## config.mk

```make
export PLATFORM = sky130hd
export DESIGN_NAME = cgirq_top
export DESIGN_NICKNAME = d
export VERILOG_FILES = /design/src/cgirq_sync.v /design/src/cgirq_spi_port.v /design/src/cgirq_top.v
export VERILOG_INCLUDE_DIRS = /design/src
export SDC_FILE = /design/constraint.sdc
export NUM_CORES = 1
export LEC_CHECK = 0
export ABC_AREA = 1
export BUFFER_PORTS_ARGS = -buffer_cell sky130_fd_sc_hd__buf_2
export CORE_MARGIN = 2
export CORE_UTILIZATION = 61
export DETAILED_ROUTE_END_ITERATION = 8
export PLACE_DENSITY_LB_ADDON = 0.1
export SKIP_CTS_REPAIR_TIMING = 1
export SYNTH_ARGS = -nofsm -noshare
export SYNTH_HDL_FRONTEND = slang
export SYNTH_SLANG_ARGS = --single-unit
```

## constraint.sdc

```tcl
create_clock -name mclk -period 4 [get_ports mclk]
set_input_delay 0.6 -clock mclk [delete_from_list [all_inputs] [get_ports mclk]]
set_output_delay 0.6 -clock mclk [all_outputs]
set_load 0.01 [all_outputs]
```

## src/cgirq_consts.vh

```
`ifndef CGIRQ_CONSTS_VH
`define CGIRQ_CONSTS_VH

// Register offsets on the serial port
`define CGIRQ_ADDR_LATCH    8'hd0
`define CGIRQ_ADDR_MASK     8'hd1
`define CGIRQ_ADDR_STATUS   8'hd2
`define CGIRQ_ADDR_STATE    8'hd3
`define CGIRQ_ADDR_CONTROL  8'hd4

// Reset values
`define CGIRQ_RST_LATCH     8'h00
`define CGIRQ_RST_MASK      8'h00
`define CGIRQ_RST_STATUS    8'h00
`define CGIRQ_RST_STATE     8'h00
`define CGIRQ_RST_CONTROL   8'ha1

// Writable bits of mask and control (reserved bits stay zero)
`define CGIRQ_WMASK_MASK    8'hfe
`define CGIRQ_WMASK_CONTROL 8'hef

// Condition bit positions shared by latch, mask and status
`define CGIRQ_BIT_BATOVP    1
`define CGIRQ_BIT_TEMP      2
`define CGIRQ_BIT_COMP      3
`define CGIRQ_BIT_INDET     4
`define CGIRQ_BIT_BATTERY_DETECT_EVENT    5
`define CGIRQ_BIT_CURLIM    6
`define CGIRQ_BIT_INOVP     7

// Control bit positions
`define CGIRQ_CTL_ENABLE_N  0
`define CGIRQ_CTL_TRICKLE   1
`define CGIRQ_CTL_WATCHDOG  2
`define CGIRQ_CTL_STSEL     3

// Serial frame: write flag, 8 address bits, 8 data bits
`define CGIRQ_FRAME_BITS    5'h11
`define CGIRQ_ADDR_DONE     5'h08
`define CGIRQ_LAST_BIT      5'h10
`define CGIRQ_DATA_FIRST    5'h09

`endif

```

## src/cgirq_sync.v

```verilog
`timescale 1ns/1ps
module cgirq_sync #(
    parameter W = 1
) (
    input  wire         mclk,
    input  wire         rst,
    input  wire         ce,
    input  wire [W-1:0] async,
    output wire [W-1:0] synced
);
    reg [W-1:0] stage1_q;
    reg [W-1:0] stage2_q;

    // Two flops; only the second stage is seen outside
    always @(posedge mclk or posedge rst) begin
        if (rst) begin
            stage1_q <= {W{1'b0}};
            stage2_q <= {W{1'b0}};
        end else if (ce) begin
            stage1_q <= async;
            stage2_q <= stage1_q;
        end
    end

    assign synced = stage2_q;
endmodule

```

## src/cgirq_spi_port.v

```verilog
`timescale 1ns/1ps
`include "cgirq_consts.vh"
module cgirq_spi_port (
    input  wire       mclk,
    input  wire       rst,
    input  wire       ce,
    input  wire       sclkS,
    input  wire       csNS,
    input  wire       mosiS,
    input  wire [7:0] rdData,
    output wire [7:0] regAddr,
    output wire       rdStrobe,
    output wire       wrEn,
    output wire [7:0] wrData,
    output wire       miso,
    output wire       misoOe
);
    reg        sclkPrev_q;
    reg [4:0]  bitCnt_q;
    reg [7:0]  shift_q;
    reg [7:0]  addr_q;
    reg        isWrite_q;
    reg        addrValid_q;
    reg        wrEn_q;
    reg [7:0]  wrData_q;
    reg [7:0]  rdShift_q;
    reg        miso_q;
    wire       sclkRise;
    wire       sclkFall;

    // Edges seen on the oversampled clock; sclk must run well below mclk/4
    assign sclkRise = sclkS & ~sclkPrev_q;
    assign sclkFall = ~sclkS & sclkPrev_q;

    // Frame capture, mode 0: sample on rise, drive on fall
    always @(posedge mclk or posedge rst) begin
        if (rst) begin
            sclkPrev_q  <= 1'b0;
            bitCnt_q    <= 5'h00;
            shift_q     <= 8'h00;
            addr_q      <= 8'h00;
            isWrite_q   <= 1'b0;
            addrValid_q <= 1'b0;
            wrEn_q      <= 1'b0;
            wrData_q    <= 8'h00;
            rdShift_q   <= 8'h00;
            miso_q      <= 1'b0;
        end else if (ce) begin
            sclkPrev_q  <= sclkS;
            addrValid_q <= 1'b0;
            wrEn_q      <= 1'b0;
            if (csNS) begin
                bitCnt_q <= 5'h00;
                miso_q   <= 1'b0;
            end else begin
                if (sclkRise && bitCnt_q != `CGIRQ_FRAME_BITS) begin
                    shift_q  <= {shift_q[6:0], mosiS};
                    bitCnt_q <= bitCnt_q + 5'h01;
                    if (bitCnt_q == 5'h00) begin
                        isWrite_q <= mosiS;
                    end
                    if (bitCnt_q == `CGIRQ_ADDR_DONE) begin
                        addr_q      <= {shift_q[6:0], mosiS};
                        addrValid_q <= 1'b1;
                    end
                    if (bitCnt_q == `CGIRQ_LAST_BIT) begin
                        wrData_q <= {shift_q[6:0], mosiS};
                        wrEn_q   <= isWrite_q;
                    end
                end
                // Read data loaded one cycle after the address completes
                if (addrValid_q) begin
                    rdShift_q <= rdData;
                end else if (sclkFall && bitCnt_q >= `CGIRQ_DATA_FIRST
                             && bitCnt_q <= `CGIRQ_LAST_BIT) begin
                    miso_q    <= rdShift_q[7];
                    rdShift_q <= {rdShift_q[6:0], 1'b0};
                end
            end
        end
    end

    assign regAddr  = addr_q;
    assign rdStrobe = addrValid_q & ~isWrite_q;
    assign wrEn     = wrEn_q;
    assign wrData   = wrData_q;
    assign miso     = miso_q;
    assign misoOe   = ~csNS;
endmodule

```

## src/cgirq_top.v

```verilog
`timescale 1ns/1ps
`include "cgirq_consts.vh"
module cgirq_top (
    input  wire       mclk,
    input  wire       rst,
    input  wire       ce,
    input  wire       spiSclk,
    input  wire       spiCs_n,
    input  wire       spiMosi,
    output wire       spiMiso,
    output wire       spiMisoOe,
    input  wire       batteryOvervoltage,
    input  wire       temperatureFault,
    input  wire       chargeComplete,
    input  wire       inputPresent,
    input  wire       batteryPresent,
    input  wire       currentLimit,
    input  wire       inputOvervoltage,
    input  wire [3:0] chargerStateCode,
    output wire       chargerEnable_n,
    output wire       trickleForce,
    output wire       watchdogEnable,
    output wire       stateUpdateSelect,
    output wire [2:0] controlUpper,
    output wire       chargerIrq
);
    wire [2:0]  pinSync;
    wire [10:0] condSync;
    wire [7:0]  regAddr;
    wire        rdStrobe;
    wire        wrEn;
    wire [7:0]  wrData;
    reg  [7:0]  rdData;

    wire [7:0]  cond;
    wire [3:0]  stateCode;
    reg  [7:0]  condPrev_q;
    reg  [3:0]  statePrev_q;
    reg         primed_q;
    reg  [7:0]  mask_q;
    reg  [7:0]  ctrl_q;
    reg  [7:0]  latch_q;
    reg  [7:0]  latch_d;
    reg         stChg_q;
    reg         stChg_d;
    reg         irq_q;
    wire        stateChanged;
    wire [7:0]  condRise;
    wire [7:0]  condEdge;
    reg  [7:0]  events;
    wire [7:0]  status;
    wire        stSel;

    // Serial pins come from another clock domain
    cgirq_sync #(
        .W (3)
    ) u_pinSync (
        .mclk   (mclk),
        .rst    (rst),
        .ce     (ce),
        .async  ({spiSclk, spiCs_n, spiMosi}),
        .synced (pinSync)
    );

    // Analogue comparators and state code are asynchronous too
    cgirq_sync #(
        .W (11)
    ) u_condSync (
        .mclk   (mclk),
        .rst    (rst),
        .ce     (ce),
        .async  ({chargerStateCode, inputOvervoltage, currentLimit,
                  batteryPresent, inputPresent, chargeComplete,
                  temperatureFault, batteryOvervoltage}),
        .synced (condSync)
    );

    cgirq_spi_port u_spi (
        .mclk     (mclk),
        .rst      (rst),
        .ce       (ce),
        .sclkS    (pinSync[2]),
        .csNS     (pinSync[1]),
        .mosiS    (pinSync[0]),
        .rdData   (rdData),
        .regAddr  (regAddr),
        .rdStrobe (rdStrobe),
        .wrEn     (wrEn),
        .wrData   (wrData),
        .miso     (spiMiso),
        .misoOe   (spiMisoOe)
    );

    // Condition vector in register bit order, bit 0 reserved
    assign cond      = {condSync[6:0], 1'b0};
    assign stateCode = condSync[10:7];
    assign stSel     = ctrl_q[`CGIRQ_CTL_STSEL];

    // Edge detection against last cycle's conditions
    assign condRise     = cond & ~condPrev_q;
    assign condEdge     = cond ^ condPrev_q;
    assign stateChanged = primed_q && (stateCode != statePrev_q);

    // History; first cycle after reset only loads it; levels present at the pins at release
    // reach cond two cycles later through the synchronisers and still raise events
    always @(posedge mclk or posedge rst) begin
        if (rst) begin
            condPrev_q  <= 8'h00;
            statePrev_q <= 4'h0;
            primed_q    <= 1'b0;
        end else if (ce) begin
            condPrev_q  <= cond;
            statePrev_q <= stateCode;
            primed_q    <= 1'b1;
        end
    end

    // Events that set the latch
    always @* begin
        events = 8'h00;
        if (primed_q) begin
            events[`CGIRQ_BIT_BATOVP] = condRise[`CGIRQ_BIT_BATOVP];
            events[`CGIRQ_BIT_TEMP]   = condRise[`CGIRQ_BIT_TEMP];
            // Completion source follows the select bit
            if (stSel) begin
                events[`CGIRQ_BIT_COMP] = stateChanged;
            end else begin
                events[`CGIRQ_BIT_COMP] = condRise[`CGIRQ_BIT_COMP];
            end
            events[`CGIRQ_BIT_INDET]  = condEdge[`CGIRQ_BIT_INDET];
            events[`CGIRQ_BIT_BATTERY_DETECT_EVENT] = condEdge[`CGIRQ_BIT_BATTERY_DETECT_EVENT];
            events[`CGIRQ_BIT_CURLIM] = condRise[`CGIRQ_BIT_CURLIM];
            events[`CGIRQ_BIT_INOVP]  = condRise[`CGIRQ_BIT_INOVP];
        end
    end

    // Latch clears on read; a same-cycle event wins over the clear
    always @* begin
        latch_d = latch_q;
        if (rdStrobe && regAddr == `CGIRQ_ADDR_LATCH) begin
            latch_d = 8'h00;
        end
        latch_d = (latch_d | events) & 8'hfe;
    end

    // State-change flag for status bit 3, cleared by a status read
    always @* begin
        stChg_d = stChg_q;
        if (rdStrobe && regAddr == `CGIRQ_ADDR_STATUS) begin
            stChg_d = 1'b0;
        end
        // Only counted while selected, so no stale flag shows on switching
        if (stateChanged && stSel) begin
            stChg_d = 1'b1;
        end
    end

    // Live status; only bit 3 may carry a flag
    assign status = {cond[`CGIRQ_BIT_INOVP],
                     cond[`CGIRQ_BIT_CURLIM],
                     cond[`CGIRQ_BIT_BATTERY_DETECT_EVENT],
                     cond[`CGIRQ_BIT_INDET],
                     stSel ? stChg_q : cond[`CGIRQ_BIT_COMP],
                     cond[`CGIRQ_BIT_TEMP],
                     cond[`CGIRQ_BIT_BATOVP],
                     1'b0};

    // Software registers, latch and interrupt output
    always @(posedge mclk or posedge rst) begin
        if (rst) begin
            mask_q  <= `CGIRQ_RST_MASK;
            ctrl_q  <= `CGIRQ_RST_CONTROL;
            latch_q <= `CGIRQ_RST_LATCH;
            stChg_q <= 1'b0;
            irq_q   <= 1'b0;
        end else if (ce) begin
            latch_q <= latch_d;
            stChg_q <= stChg_d;
            // Masked bits kept out of the interrupt only
            irq_q   <= |(latch_d & ~mask_q);
            if (wrEn) begin
                if (regAddr == `CGIRQ_ADDR_MASK) begin
                    mask_q <= wrData & `CGIRQ_WMASK_MASK;
                end else if (regAddr == `CGIRQ_ADDR_CONTROL) begin
                    ctrl_q <= wrData & `CGIRQ_WMASK_CONTROL;
                end
            end
        end
    end

    // Read decode; status, state and latch ignore writes, unmapped read zero
    always @* begin
        if (regAddr == `CGIRQ_ADDR_LATCH) begin
            rdData = latch_q;
        end else if (regAddr == `CGIRQ_ADDR_MASK) begin
            rdData = mask_q;
        end else if (regAddr == `CGIRQ_ADDR_STATUS) begin
            rdData = status;
        end else if (regAddr == `CGIRQ_ADDR_STATE) begin
            rdData = {4'h0, stateCode};
        end else if (regAddr == `CGIRQ_ADDR_CONTROL) begin
            rdData = ctrl_q;
        end else begin
            rdData = 8'h00;
        end
    end

    // Control fields out to the analogue charger
    assign chargerEnable_n   = ctrl_q[`CGIRQ_CTL_ENABLE_N];
    assign trickleForce      = ctrl_q[`CGIRQ_CTL_TRICKLE];
    assign watchdogEnable    = ctrl_q[`CGIRQ_CTL_WATCHDOG];
    assign stateUpdateSelect = ctrl_q[`CGIRQ_CTL_STSEL];
    assign controlUpper      = ctrl_q[7:5];
    assign chargerIrq        = irq_q;
endmodule

```

# Word level (Yosys, flattened, before mapping)
# Index checks and enable logic that the tools add are counted.
# W data, S select, Z words.
dict set report totals {
  reg_bits 104
  input_bits 17
}
dict set report classes {
  n_addsub 1
  magnitude_cmp 2
  eq_ne 10
  muxes 24
  bitwise 14
  reduce_logical 23
}
# op count
set op_table {}
lappend op_table {{$mux W8} 8}
lappend op_table {{$eq A8 B8 Y1 const B} 5}
lappend op_table {{$and A8 B8 Y8} 2}
lappend op_table {{$not A8 Y8} 2}
lappend op_table {{$reduce_and A4 Y1} 4}
lappend op_table {{$mux W1} 13}
lappend op_table {{$reduce_and A3 Y1} 4}
lappend op_table {{$mux W5} 2}
lappend op_table {{$or A8 B8 Y8} 1}
lappend op_table {{$reduce_bool A2 Y1} 4}
lappend op_table {{$reduce_or A8 Y1} 1}
lappend op_table {{$logic_and A1 B1 Y1} 7}
lappend op_table {{$mux W7} 1}
lappend op_table {{$xor A6 B6 Y6} 1}
lappend op_table {{$add A5 B1 Y5 const B} 1}
lappend op_table {{$eq A5 B4 Y1 const B} 1}
lappend op_table {{$eq A5 B5 Y1 const B} 1}
lappend op_table {{$ge A5 B4 Y1 const B} 1}
lappend op_table {{$le A5 B5 Y1 const B} 1}
lappend op_table {{$logic_not A5 Y1} 1}
lappend op_table {{$ne A5 B5 Y1 const B} 1}
lappend op_table {{$not A1 Y1} 5}
lappend op_table {{$ne A4 B4 Y1} 1}
lappend op_table {{$reduce_and A2 Y1} 2}
lappend op_table {{other kinds (2)} 4}

# Longest topological paths before layout
# Gate-level depths: netlist of run 1.
dict set report depth {
  word_depth 7
  mapped_depth 13
  ltp_nobuf 13
}

# Cells and area by module
# A second synthesis of run 1 with hierarchy kept.
dict set report hier_totals {
  cells_unflattened 564
  hier_area_um2 4840.9
}
# module n_inst cells_per_inst area_each_um2 seq_area_each_um2
set by_module_without_submodules {}
lappend by_module_without_submodules {cgirq_top 1 243 1888.1 879.6}
lappend by_module_without_submodules {cgirq_spi_port 1 201 1884.3 1026.0}
lappend by_module_without_submodules {{cgirq_sync (u_condSync)} 1 94 843.3 550.5}
lappend by_module_without_submodules {{cgirq_sync (u_pinSync)} 1 26 225.2 150.1}

# Worst setup path before layout of run 1
# Ideal clock, no wire load.
dict set report synth_timing {
  path_type {input -> register}
  start {in ce}
  end {reg u_spi.addr_q[7] (netlist: u_spi.regAddr[7])}
  setup_time_ns 0.118
  arrival_ns 1.497
  path_slack_ns 2.385
  stages 10
  path_cell_list {buf_6 inv_4 nor2_8 inv_2 nor2_4 buf_6 nand2_4 buf_6 nand2_2 o21ai_2}
}
dict set report synth_via {
  elab_chain_len 1
}
# element line_no
set synth_lines {}
lappend synth_lines {{from (decl)} cgirq_top.v:6} ;# input wire ce,
lappend synth_lines {{$reduce_and A4 Y1 (no source line)} n/a}
lappend synth_lines {{to (signal assigned)} cgirq_spi_port.v:63} ;# addr_q <= {shift_q[6:0], mosiS};
lappend synth_lines {{to (decl)} cgirq_spi_port.v:21} ;# reg [7:0] addr_q;
# No other way between the ends.
# A chain may end at the register's enable or synchronous reset.

# Worst setup path after layout of run 1
dict set report layout_timing {
  start {reg u_spi.bitCnt_q[1]}
  end {reg u_spi.wrData_q[4] (netlist: u_spi.wrData[4])}
}
dict set report layout_via {
  elab_chain_len 3
  elab_cells_between_ends 4
  classes_between {eq/ne: 2; reduce/logical: 2}
}
# element line_no
set layout_lines {}
lappend layout_lines {{from (decl)} cgirq_spi_port.v:19} ;# reg [4:0] bitCnt_q;
lappend layout_lines {{from (signal assigned)} cgirq_spi_port.v:58} ;# bitCnt_q <= bitCnt_q + 5'h01;
lappend layout_lines {{$ne A5 B5 Y1 (no source line)} n/a}
lappend layout_lines {{$logic_and A1 B1 Y1 (no source line)} n/a}
lappend layout_lines {{$reduce_and A4 Y1 (no source line) *} n/a}
lappend layout_lines {{to (signal assigned)} cgirq_spi_port.v:67} ;# wrData_q <= {shift_q[6:0], mosiS};
lappend layout_lines {{to (decl)} cgirq_spi_port.v:25} ;# reg [7:0] wrData_q;
# Mark *: on every way between the ends. The rest lies on a longest branch, timed or not.

==> run_results.csv, run 1 <==
group,metric,value,unit
status,run_status,"finished clean",
grt,grt_use_total,24.5,%
placement,dpl.cell_count,693,
placement,dp.final_hpwl,7320,µm
clocking,clkSinkCount,104,
yosys,synth_seq_cells,104,
worst_setup_path,timing.critical_path.arrival,2.20,ns
timing,timing.fmax,514,MHz
yosys,synthFlopType,"sky130_fd_sc_hd__dfrtp_1",
die,die_h,94.6,µm
grt,number_of_global_route_vias_before_repair,3453,
final_layout,final_cell_count_no_fill,709,
placement,port-buffer-count,26,
die,design.die.area,8950,µm²
final_layout,nets,619,
placement,gpl.final_weighted_congestion,0.915,
clocking,insertion_delay_to_the_later_sink_of_the_worst_skew_pair,0.37,ns
worst_setup_path,timing.critical_path.to_type,"flip-flop",
timing,fin_skew,0.0145,ns
pwr,p_per_area,416,nW/µm²
yosys,ys_async_sr_fraction,100,%
yosys,post_synth_num_cell_types,38,
grt,grt_first_pass_wirelength,16800,µm
final_layout,final_layout_size_suffix_gt1_share,18.2,%
timing,final_max_slew_viol_count,0,
die,floorplan.rows,33,
die,initial_utilization,61.9,%
clocking,number_of_levels_the_h_tree_was_split_into,3,
die,chipWidth,94.6,µm
grt,grt_max_degree,79,
timing,maxSlewHeadroom,48.2,%
die,pin_count,27,
drt,route.detailed.drc,0,
yosys,ys_top_cells_by_area,"sky130_fd_sc_hd__dfrtp_1, sky130_fd_sc_hd__nand2_1, sky130_fd_sc_hd__inv_1",
timing,setup_viol,0,
final_layout,fillers,714,
final_layout,ff_latch_area,2610,µm²
timing,fin_worst_hold_slack,0.357,ns
hold_path,worst_hold_path_type,"input pin to async pin",
final_layout,synth_to_final_area_change,7.27,%
final_layout,antenna-diode-count,0,
worst_setup_path,critPathRequiredTime,4.26,ns
yosys,yosys_warnings,0,
timing,finalSetupTns,0,ns
clocking,ctsLongestPathBuffers,2,
drt,wl_per_cell,14.2,µm
worst_setup_path,cp-start-kind,"flip-flop",
timing,worstMarginPinSlew,0.777,ns
drt,vias_per_cell,5.32,
yosys,synthesis.area,5010,µm²
clocking,clock_tree_from_tritoncts,"built",
clocking,clk_transition_reported_paths,0.10,ns
drt,dr_total_vias,3770,
yosys,yosys.area.top_type,"sky130_fd_sc_hd__dfrtp_1",
yosys,syn-num-nets,597,
worst_setup_path,worst-r2r-setup-slack,2.05,ns
flow_run,maxCapViolations,0,
final_layout,multi_input_comb_area,2030,µm²
yosys,edff_count_synth,0,
timing,unrepaired_setup_endpoints_after_global_routing,"false",
timing,final_min_period_over_clock_period,48.6,%
timing,timing.final.hold_violations,0,
timing,final.min_clock_period,1.95,ns
pwr,power.static_leakage,0.00268,µW
yosys,seq_area_frac_synth,52.0,%
die,core_region_area,8090,µm²
clocking,numCtsBuffers,9,
drt,detail_route.first_pass.iterations,6,
clocking,cts.root.buffer_cell,"sky130_fd_sc_hd__clkbuf_8",
yosys,mean_cell_area_of_the_mapped_netlist,8.68,µm²
worst_setup_path,worst-setup-path-type,"flip-flop to flip-flop",
yosys,synth_cells,577,
drt,drt-initial-drc-count,255,
drt,final_antenna_net_count,0,
grt,overflow,0,
yosys,synth_top_cell_area_share,50.5,%
grt,grt_antenna_before_repair,0,
drt,drt_wl_total,10100,µm
worst_setup_path,crit_path_max_fanout,20,
pwr,total_power,2240,µW
pwr,max-vdd-ir-drop,0.299,mV
[power by group]
part           internal [µW]  total [µW]  switching, µW  leakage [µW]
Sequential              1180        1260           85.0       0.00131
Combinational            113         351            238       0.00128
Clock                    251         625            374     0.0000912
[cell usage in the layout (no fill, tap or decap), types with 4 or more instances in the layout]
| master | synthesis | layout |
|---|---|---|
| sky130_fd_sc_hd__a31oi_1 | 7 | 7 |
| sky130_fd_sc_hd__a21oi_1 | 13 | 13 |
| sky130_fd_sc_hd__nand2_2 | 5 | 5 |
| sky130_fd_sc_hd__clkbuf_8 | 0 | 10 |
| sky130_fd_sc_hd__nand3_2 | 5 | 5 |
| sky130_fd_sc_hd__dfrtp_1 | 101 | 101 |
| sky130_fd_sc_hd__a21oi_2 | 4 | 4 |
| sky130_fd_sc_hd__o21ai_2 | 20 | 20 |
| sky130_fd_sc_hd__o21ai_0 | 43 | 43 |
| sky130_fd_sc_hd__inv_2 | 6 | 6 |
| sky130_fd_sc_hd__buf_2 | 3 | 26 |
| sky130_fd_sc_hd__nor2_8 | 4 | 4 |
| sky130_fd_sc_hd__inv_1 | 60 | 59 |
| sky130_fd_sc_hd__o21ai_1 | 15 | 15 |
| sky130_fd_sc_hd__nand2_1 | 186 | 186 |
| sky130_fd_sc_hd__nand3_1 | 24 | 24 |
| sky130_fd_sc_hd__nor2_1 | 31 | 31 |
[sequential cells by signal, indices dropped and copies added (netlist names), 3 cells and up]
register and flops:
u_condSync.stage1_q 11, u_condSync.synced 11, u_spi.rdShift_q 8, u_spi.regAddr 8, u_spi.wrData 8, condPrev_q 7, ctrl_q 7, latch_q 7
mask_q 7, u_spi.shift_q 7, u_spi.bitCnt_q 5, statePrev_q 4, u_pinSync.stage1_q 3, u_pinSync.synced 3
[layout make-up]
cell class / count / area share (%)
Sequential cell: 104 / 48.5
Timing Repair Buffer: 29 / 2.84
Multi-Input combinational cell: 387 / 37.8
Tap cell: 105 / 2.45
Clock inverter: 6 / 0.908
Clock buffer: 10 / 2.56
Inverter: 68 / 4.89
[layer usage]
| layer | global-route usage, % | part of all wire [%] | vias to the layer above | routed length (µm) |
|---|---|---|---|---|
| li1 | - | - | 1872 | - |
| met1 | 34.8 | 48 | 1799 | 4900 |
| met5 | 0 | 0 | - | 0 |
| met4 | 7.97 | 1.9 | 0 | 195 |
| met2 | 38.2 | 46 | 83 | 4620 |
| met3 | 4.95 | 3.7 | 16 | 378 |
[worst paths after layout]
kind,end,depth (start not counted),from
max,u_spi.wrData[4],8,u_spi.bitCnt_q[1]
min,u_spi.miso,3,rst
min reg2reg,u_condSync.stage1_q[3],2,u_condSync.stage1_q[3]
max reg2reg,u_spi.wrData[4],8,u_spi.bitCnt_q[1]
max in group asynchronous,mask_q[5],3,rst
min in group mclk,u_condSync.stage1_q[5],3,currentLimit
[cell usage after synthesis, types with 3 or more instances]
cell type and number:
sky130_fd_sc_hd__a21oi_1 13, sky130_fd_sc_hd__a21oi_2 4, sky130_fd_sc_hd__a31oi_1 7, sky130_fd_sc_hd__buf_1 4, sky130_fd_sc_hd__buf_2 3, sky130_fd_sc_hd__buf_6 5, sky130_fd_sc_hd__clkbuf_1 6, sky130_fd_sc_hd__dfrtp_1 101
sky130_fd_sc_hd__dfstp_2 3, sky130_fd_sc_hd__ha_1 3, sky130_fd_sc_hd__inv_1 60, sky130_fd_sc_hd__inv_2 6, sky130_fd_sc_hd__nand2_1 186, sky130_fd_sc_hd__nand2_2 5, sky130_fd_sc_hd__nand3_1 24, sky130_fd_sc_hd__nand3_2 5
sky130_fd_sc_hd__nand3_4 3, sky130_fd_sc_hd__nor2_1 31, sky130_fd_sc_hd__nor2_2 3, sky130_fd_sc_hd__nor2_8 4, sky130_fd_sc_hd__o21ai_0 43, sky130_fd_sc_hd__o21ai_1 15, sky130_fd_sc_hd__o21ai_2 20, sky130_fd_sc_hd__xor2_1 3
[stage by stage]
step / util (%) / instance area (µm²) / setup slack, ns
6_report: 66.4 / 5370 / 2.05
5_1_grt: 66.4 / 5370 / 1.82
4_1_cts: 66.4 / 5370 / 2.05
3_5_place_dp: 64.1 / 5180 / 1.83
3_3_place_gp: 64.1 / 5180 / 1.91
2_1_floorplan: - / 5010 / 0.673
[cells by family after synthesis]
group / Yosys count / share of synthesized area (%)
buf+inv: 86 / 7.37
compound gates: 108 / 13.1
flops: 104 / 52.0
fa+ha+maj: 3 / 0.750
simple gates: 272 / 26.0
xor+xnor: 4 / 0.700
[critical path, stage by stage, from the launching register on]
cell	delay, ns
sky130_fd_sc_hd__dfrtp_1	0.38
sky130_fd_sc_hd__inv_1	0.09
sky130_fd_sc_hd__ha_1	0.22
sky130_fd_sc_hd__nand4_2	0.10
sky130_fd_sc_hd__nand3_2	0.10
sky130_fd_sc_hd__nor2_4	0.37
sky130_fd_sc_hd__nand3_2	0.36
sky130_fd_sc_hd__nand2_1	0.15
sky130_fd_sc_hd__o21ai_1	0.07
Note: power is estimated with default switching activity, not from simulation.
==> inputs of run 2 (changes only) <==
--- a/config.mk
+++ b/config.mk
@@ -9,7 +9,7 @@
 export ABC_AREA = 1
 export BUFFER_PORTS_ARGS = -buffer_cell sky130_fd_sc_hd__buf_2
 export CORE_MARGIN = 2
-export CORE_UTILIZATION = 61
+export CORE_UTILIZATION = 55
 export DETAILED_ROUTE_END_ITERATION = 8
 export PLACE_DENSITY_LB_ADDON = 0.1
 export SKIP_CTS_REPAIR_TIMING = 1
==> constraint.sdc (replaced) <==
create_clock -name mclk -period 1.7 [get_ports mclk]
set_input_delay 0.255 -clock mclk [delete_from_list [all_inputs] [get_ports mclk]]
set_output_delay 0.255 -clock mclk [all_outputs]
set_load 0.01 [all_outputs]
==> run_results.csv, run 2 (same netlist as run 1, synthesis figures left out) <==
group,metric,value,unit
final_layout,nets,639,
timing,setup_viol,0,
hold_path,whs_path_depth,3,
timing,timing.final.hold_violations,0,
worst_setup_path,worst_path_largest_cell_delay,0.49,ns
grt,number_of_global_route_vias_before_repair,3680,
worst_setup_path,timing.critical_path.max_delay_family,"simple AND/OR/NAND/NOR gates",
placement,detailedPlace.worstSlack,0.0151,ns
hold_path,worst_hold_path_type,"input pin to flip-flop",
placement,placed_area,5260,µm²
worst_setup_path,crit_chain,"inv_1 > nand2_1 > nor2_2 > nand3_4 > nand2_1 > nand2_1 > nand2_1 > nand3_1 > nor2_2 > a21oi_1",
timing,unrepaired_setup_endpoints_after_global_routing,"true",
timing,finalSetupTns,0,ns
pwr,power_spent_charging_and_discharging_nets,1710,µW
pwr,power.static_leakage,0.00279,µW
pwr,total_power,5400,µW
pwr,p_per_area,957,nW/µm²
timing,maxSlewHeadroom,73.5,%
hold_path,min_delay_worst_endpoint,"u_condSync.stage1_q[8]",
final_layout,antenna-diode-count,0,
clocking,ctsLongestPathBuffers,2,
worst_setup_path,timing.critical_path.mode_cell,"sky130_fd_sc_hd__nand2_1",
drt,dr_total_vias,3857,
clocking,clock_tree_from_tritoncts,"built",
drt,detail_route.first_pass.iterations,5,
clocking,clk_transition_reported_paths,0.11,ns
final_layout,synth_to_final_area_change,12.6,%
status,run_status,"finished clean",
worst_setup_path,worst-r2r-setup-slack,0.08,ns
worst_setup_path,reg2regPathDepth,10,
timing,final_max_slew_viol_count,0,
final_layout,final_layout_size_suffix_gt1_share,22.9,%
clocking,number_of_levels_the_h_tree_was_split_into,3,
die,die_h,99.4,µm
timing,postLayoutSetupSlackWorst,0.0759,ns
final_layout,final_cell_mix,"sky130_fd_sc_hd__nand2_1, sky130_fd_sc_hd__dfrtp_1, sky130_fd_sc_hd__inv_1, sky130_fd_sc_hd__o21ai_0, sky130_fd_sc_hd__nor2_1",
drt,route.detailed.drc,0,
grt,grt_max_degree,79,
timing,fin_skew,0.0135,ns
grt,overflow,0,
worst_setup_path,critPathRequiredTime,1.96,ns
pwr,clock_group_share_of_total_power,27.2,%
timing,final.min_clock_period,1.62,ns
pwr,internal-power,3690,µW
pwr,pwr-share-seq,55.1,%
worst_setup_path,worst_r2r_startpoint,"u_spi.regAddr[0]",
timing,fin_worst_hold_slack,0.0719,ns
worst_setup_path,worstPathBufferInverterCount,1,
grt,grt_antenna_before_repair,0,
pwr,swShare,31.6,%
worst_setup_path,crit_path_max_fanout,7,
pwr,max-vdd-ir-drop,0.589,mV
worst_setup_path,worst-setup-path-type,"flip-flop to flip-flop",
grt,grt_first_pass_wirelength,17900,µm
drt,drt-initial-drc-count,263,
hold_path,hold_path.startpoint,"chargerStateCode[1]",
worst_setup_path,crit_slowest_cell,"sky130_fd_sc_hd__dfrtp_2",
worst_setup_path,worst_reg2reg_endpoint,"chargerIrq",
die,design.die.area,9880,µm²
drt,vias_per_cell,5.27,
die,chipWidth,99.4,µm
die,pin_count,27,
clocking,numCtsBuffers,9,
worst_setup_path,timing.critical_path.arrival,1.88,ns
clocking,cts.root.buffer_cell,"sky130_fd_sc_hd__clkbuf_8",
clocking,insertion_delay_to_the_later_sink_of_the_worst_skew_pair,0.37,ns
die,core_region_area,8760,µm²
placement,dp.final_hpwl,7440,µm
grt,grt_use_total,23.0,%
drt,drt_wl_total,10700,µm
drt,final_antenna_net_count,0,
final_layout,fillers,749,
worst_setup_path,timing.critical_path.to_type,"flip-flop",
flow_run,maxCapViolations,0,
drt,wl_per_cell,14.6,µm
placement,gpl.final_weighted_congestion,0.974,
final_layout,post-route-cell-area,5640,µm²
timing,worstMarginPinSlew,0.397,ns
pwr,share_comb_of_total_power,17.6,%
worst_setup_path,cp-start-kind,"flip-flop",
clocking,clkSinkCount,104,
placement,port-buffer-count,26,
die,floorplan.rows,34,
die,initial_utilization,57.1,%
timing,final_min_period_over_clock_period,95.5,%
final_layout,layout.cells.most_common,"sky130_fd_sc_hd__nand2_1",
timing,timing.fmax,616,MHz
## run 2: cell count changes in the layout (fill, tap and decap cells not counted), sizes merged
cell	previous run	this run
buf	29	48
dlygate4sd3	0	1
inv	71	70
clkinvlp	2	1
clkinv	1	3
## run 2: how the worst max path moves through the flow
stage	start	end	slack, ns	depth (start not counted)
floorplan	u_spi.bitCnt_q[0]	u_spi.rdShift_q[7]	0.18	13
global placement	u_spi.bitCnt_q[1]	u_spi.wrData[0]	0.09	8
detailed placement	u_spi.bitCnt_q[1]	u_spi.wrData[1]	0.02	8
CTS	u_spi.regAddr[0]	chargerIrq	-0.005	10
global route	u_spi.bitCnt_q[0]	u_spi.rdShift_q[7]	-0.03	13
finish	u_spi.regAddr[0]	chargerIrq	0.08	10
## run 2: area by class of cell
| cell class | count | area (µm²) | share of cell area [%] |
|---|---|---|---|
| tap | 108 | 135 | 2.40 |
| inverter | 68 | 267 | 4.73 |
| timing repair buffer | 49 | 340 | 6.04 |
| clock inverter | 6 | 62.6 | 1.11 |
| clock buffer | 10 | 128 | 2.26 |
| sequential | 104 | 2610 | 46.3 |
| multi-input combinational | 387 | 2090 | 37.2 |
## run 2: power by group through the flow
stage               registers [µW]  clock network, µW  logic (µW)
floorplan                     2960                  0         652
global placement              3000                  0         828
CTS                           2960               1510         866
finish                        2980               1470         951
detailed placement            3010                  0         861
global route                  3010               1620        1090
## run 2: stage by stage
stage / util (%) / std cells
CTS: 62.2 / 718
floorplan: - / 577
detailed placement: 60.0 / 702
finish: 64.3 / 732
global route: 64.3 / 732
global placement: 60.0 / 702
## run 2: tightest hold or removal path, stage by stage
cell                      delay, ns
sky130_fd_sc_hd__buf_2         0.07
sky130_fd_sc_hd__nand2_1       0.04
sky130_fd_sc_hd__nand2_1       0.05
## run 2: per-layer routing
metal	GRT usage [%]	share of wire, %	up-vias
met4	7.69	1.5	0
met2	33.3	46	88
met3	5.20	5.2	11
met5	0	0	-
li1	-	-	1928
met1	34.6	48	1830
==> inputs of run 3 (changes only) <==
--- a/config.mk
+++ b/config.mk
@@ -12,6 +12,7 @@
 export CORE_UTILIZATION = 55
 export DETAILED_ROUTE_END_ITERATION = 8
 export PLACE_DENSITY_LB_ADDON = 0.1
+export RECOVER_POWER = 100
 export SKIP_CTS_REPAIR_TIMING = 1
 export SYNTH_ARGS = -nofsm -noshare
 export SYNTH_HDL_FRONTEND = slang
==> run_results.csv, run 3 (same netlist as run 1, synthesis figures left out) <==
group,metric,value,unit
timing,final.min_clock_period,1.62,ns
worst_setup_path,timing.critical_path.max_delay_family,"simple AND/OR/NAND/NOR gates",
timing,maxSlewHeadroom,44.7,%
hold_path,hold_path.startpoint,"chargerStateCode[1]",
die,design.die.area,9880,µm²
worst_setup_path,worst_r2r_startpoint,"u_spi.regAddr[0]",
grt,grt_max_degree,79,
timing,timing.final.hold_violations,0,
clocking,cts.root.buffer_cell,"sky130_fd_sc_hd__clkbuf_8",
final_layout,postLayoutCoreUtil,63.8,%
die,core_region_area,8760,µm²
placement,dp.final_hpwl,7440,µm
placement,gpl.final_weighted_congestion,0.974,
worst_setup_path,worst_reg2reg_endpoint,"chargerIrq",
worst_setup_path,cp-start-kind,"flip-flop",
die,die_h,99.4,µm
grt,grt_use_total,23.0,%
clocking,clkSinkCount,104,
timing,final_min_period_over_clock_period,95.5,%
timing,fin_skew,0.0129,ns
drt,drt_wl_total,10700,µm
final_layout,final_cell_mix,"sky130_fd_sc_hd__nand2_1, sky130_fd_sc_hd__dfrtp_1, sky130_fd_sc_hd__inv_1, sky130_fd_sc_hd__o21ai_0, sky130_fd_sc_hd__nor2_1",
drt,vias_per_cell,5.28,
pwr,total_power,5380,µW
clocking,ctsLongestPathBuffers,2,
placement,port-buffer-count,26,
die,pin_count,27,
final_layout,fillers,754,
worst_setup_path,crit_path_max_fanout,7,
clocking,clk_transition_reported_paths,0.11,ns
worst_setup_path,worst-setup-path-type,"flip-flop to flip-flop",
grt,number_of_global_route_vias_before_repair,3680,
pwr,p_per_area,962,nW/µm²
drt,drt-initial-drc-count,254,
grt,grt_first_pass_wirelength,17900,µm
drt,dr_total_vias,3866,
drt,wl_per_cell,14.6,µm
clocking,numCtsBuffers,9,
grt,overflow,0,
worst_setup_path,timing.critical_path.to_type,"flip-flop",
final_layout,final_layout_size_suffix_gt1_share,21.2,%
worst_setup_path,timing.critical_path.mode_cell,"sky130_fd_sc_hd__nand2_1",
timing,timing.fmax,616,MHz
timing,worstMarginPinSlew,0.830,ns
drt,route.detailed.drc,0,
timing,unrepaired_setup_endpoints_after_global_routing,"true",
final_layout,layout.cells.most_common,"sky130_fd_sc_hd__nand2_1",
die,floorplan.rows,34,
final_layout,antenna-diode-count,0,
hold_path,worst_hold_path_type,"input pin to flip-flop",
grt,grt_antenna_before_repair,0,
worst_setup_path,reg2regPathDepth,10,
clocking,clock_tree_from_tritoncts,"built",
worst_setup_path,worst-r2r-setup-slack,0.08,ns
drt,final_antenna_net_count,0,
timing,final_max_slew_viol_count,0,
die,initial_utilization,57.1,%
final_layout,synth_to_final_area_change,11.7,%
clocking,number_of_levels_the_h_tree_was_split_into,3,
worst_setup_path,worstPathBufferInverterCount,1,
hold_path,whs_path_depth,3,
drt,detail_route.first_pass.iterations,5,
clocking,insertion_delay_to_the_later_sink_of_the_worst_skew_pair,0.37,ns
timing,setup_viol,0,
pwr,max-vdd-ir-drop,0.589,mV
status,run_status,"finished clean",
hold_path,min_delay_worst_endpoint,"u_condSync.stage1_q[8]",
final_layout,nets,639,
flow_run,maxCapViolations,0,
worst_setup_path,crit_chain,"inv_1 > nand2_1 > nor2_2 > nand3_4 > nand2_1 > nand2_1 > nand2_1 > nand3_1 > nor2_2 > a21oi_1",
die,chipWidth,99.4,µm
pwr,power.static_leakage,0.00276,µW
worst_setup_path,worst_path_largest_cell_delay,0.49,ns
worst_setup_path,timing.critical_path.arrival,1.88,ns
worst_setup_path,critPathRequiredTime,1.95,ns
worst_setup_path,crit_slowest_cell,"sky130_fd_sc_hd__dfrtp_2",
## run 3: changes by cell type in the layout (fill, tap and decap cells not counted), moves of 2 or more
cell | previous run | this run
sky130_fd_sc_hd__buf_12 | 3 | 1
sky130_fd_sc_hd__buf_2 | 27 | 19
sky130_fd_sc_hd__buf_4 | 18 | 15
sky130_fd_sc_hd__clkbuf_1 | 1 | 9
sky130_fd_sc_hd__clkbuf_2 | 0 | 3
sky130_fd_sc_hd__dfstp_1 | 0 | 2
sky130_fd_sc_hd__dfstp_2 | 3 | 1
## run 3: through the flow
step | hold WS [ns] | std cells | setup WS (ns) | area, µm² | TNS (ns)
floorplan | 0.372 | 577 | 0.180 | 5010 | 0
global placement | 0.247 | 702 | 0.0876 | 5260 | 0
detailed placement | 0.246 | 702 | 0.0151 | 5260 | 0
CTS | -0.148 | 718 | -0.00508 | 5450 | -0.00508
global route | 0.0596 | 732 | -0.0329 | 5600 | -0.119
finish | 0.0715 | 732 | 0.0759 | 5600 | 0
## run 3: worst reg2reg max path: cells and delay by family, from the launching register on
family	cells	cell delay (ns)
compound gates	1	0.07
buf+inv	1	0.11
flops	1	0.49
simple gates	8	0.82
## run 3: worst max path at each step
stage	depth (start not counted)	endpoint	from
detailed placement	8	u_spi.wrData[1]	u_spi.bitCnt_q[1]
global placement	8	u_spi.wrData[0]	u_spi.bitCnt_q[1]
finish	10	chargerIrq	u_spi.regAddr[0]
CTS	10	chargerIrq	u_spi.regAddr[0]
global route	13	u_spi.rdShift_q[7]	u_spi.bitCnt_q[0]
floorplan	13	u_spi.rdShift_q[7]	u_spi.bitCnt_q[0]
## run 3: where the power goes
part | leakage [µW] | total, µW | switching (µW) | internal (µW)
registers | 0.00131 | 2980 | 207 | 2770
logic | 0.00135 | 941 | 600 | 341
clock network | 0.0000961 | 1470 | 895 | 572
total | 0.00276 | 5380 | 1700 | 3680
## run 3: cell type report
class	instances	area, µm²	share of cell area (%)
clock buffers	10	128	2.28
clock inverters	6	62.6	1.12
inverters	68	264	4.72
multi-input cells	387	2090	37.4
flip-flops and latches	104	2610	46.6
well taps	108	135	2.42
repair buffers	49	302	5.39
## run 3: routing by layer
| layer | up-vias | wire, µm | GRT usage, % |
|---|---|---|---|
| met5 | - | 0 | 0 |
| met4 | 0 | 197 | 7.69 |
| met3 | 15 | 496 | 5.20 |
| met2 | 95 | 4830 | 33.3 |
| met1 | 1834 | 5160 | 34.6 |
| li1 | 1922 | - | - |
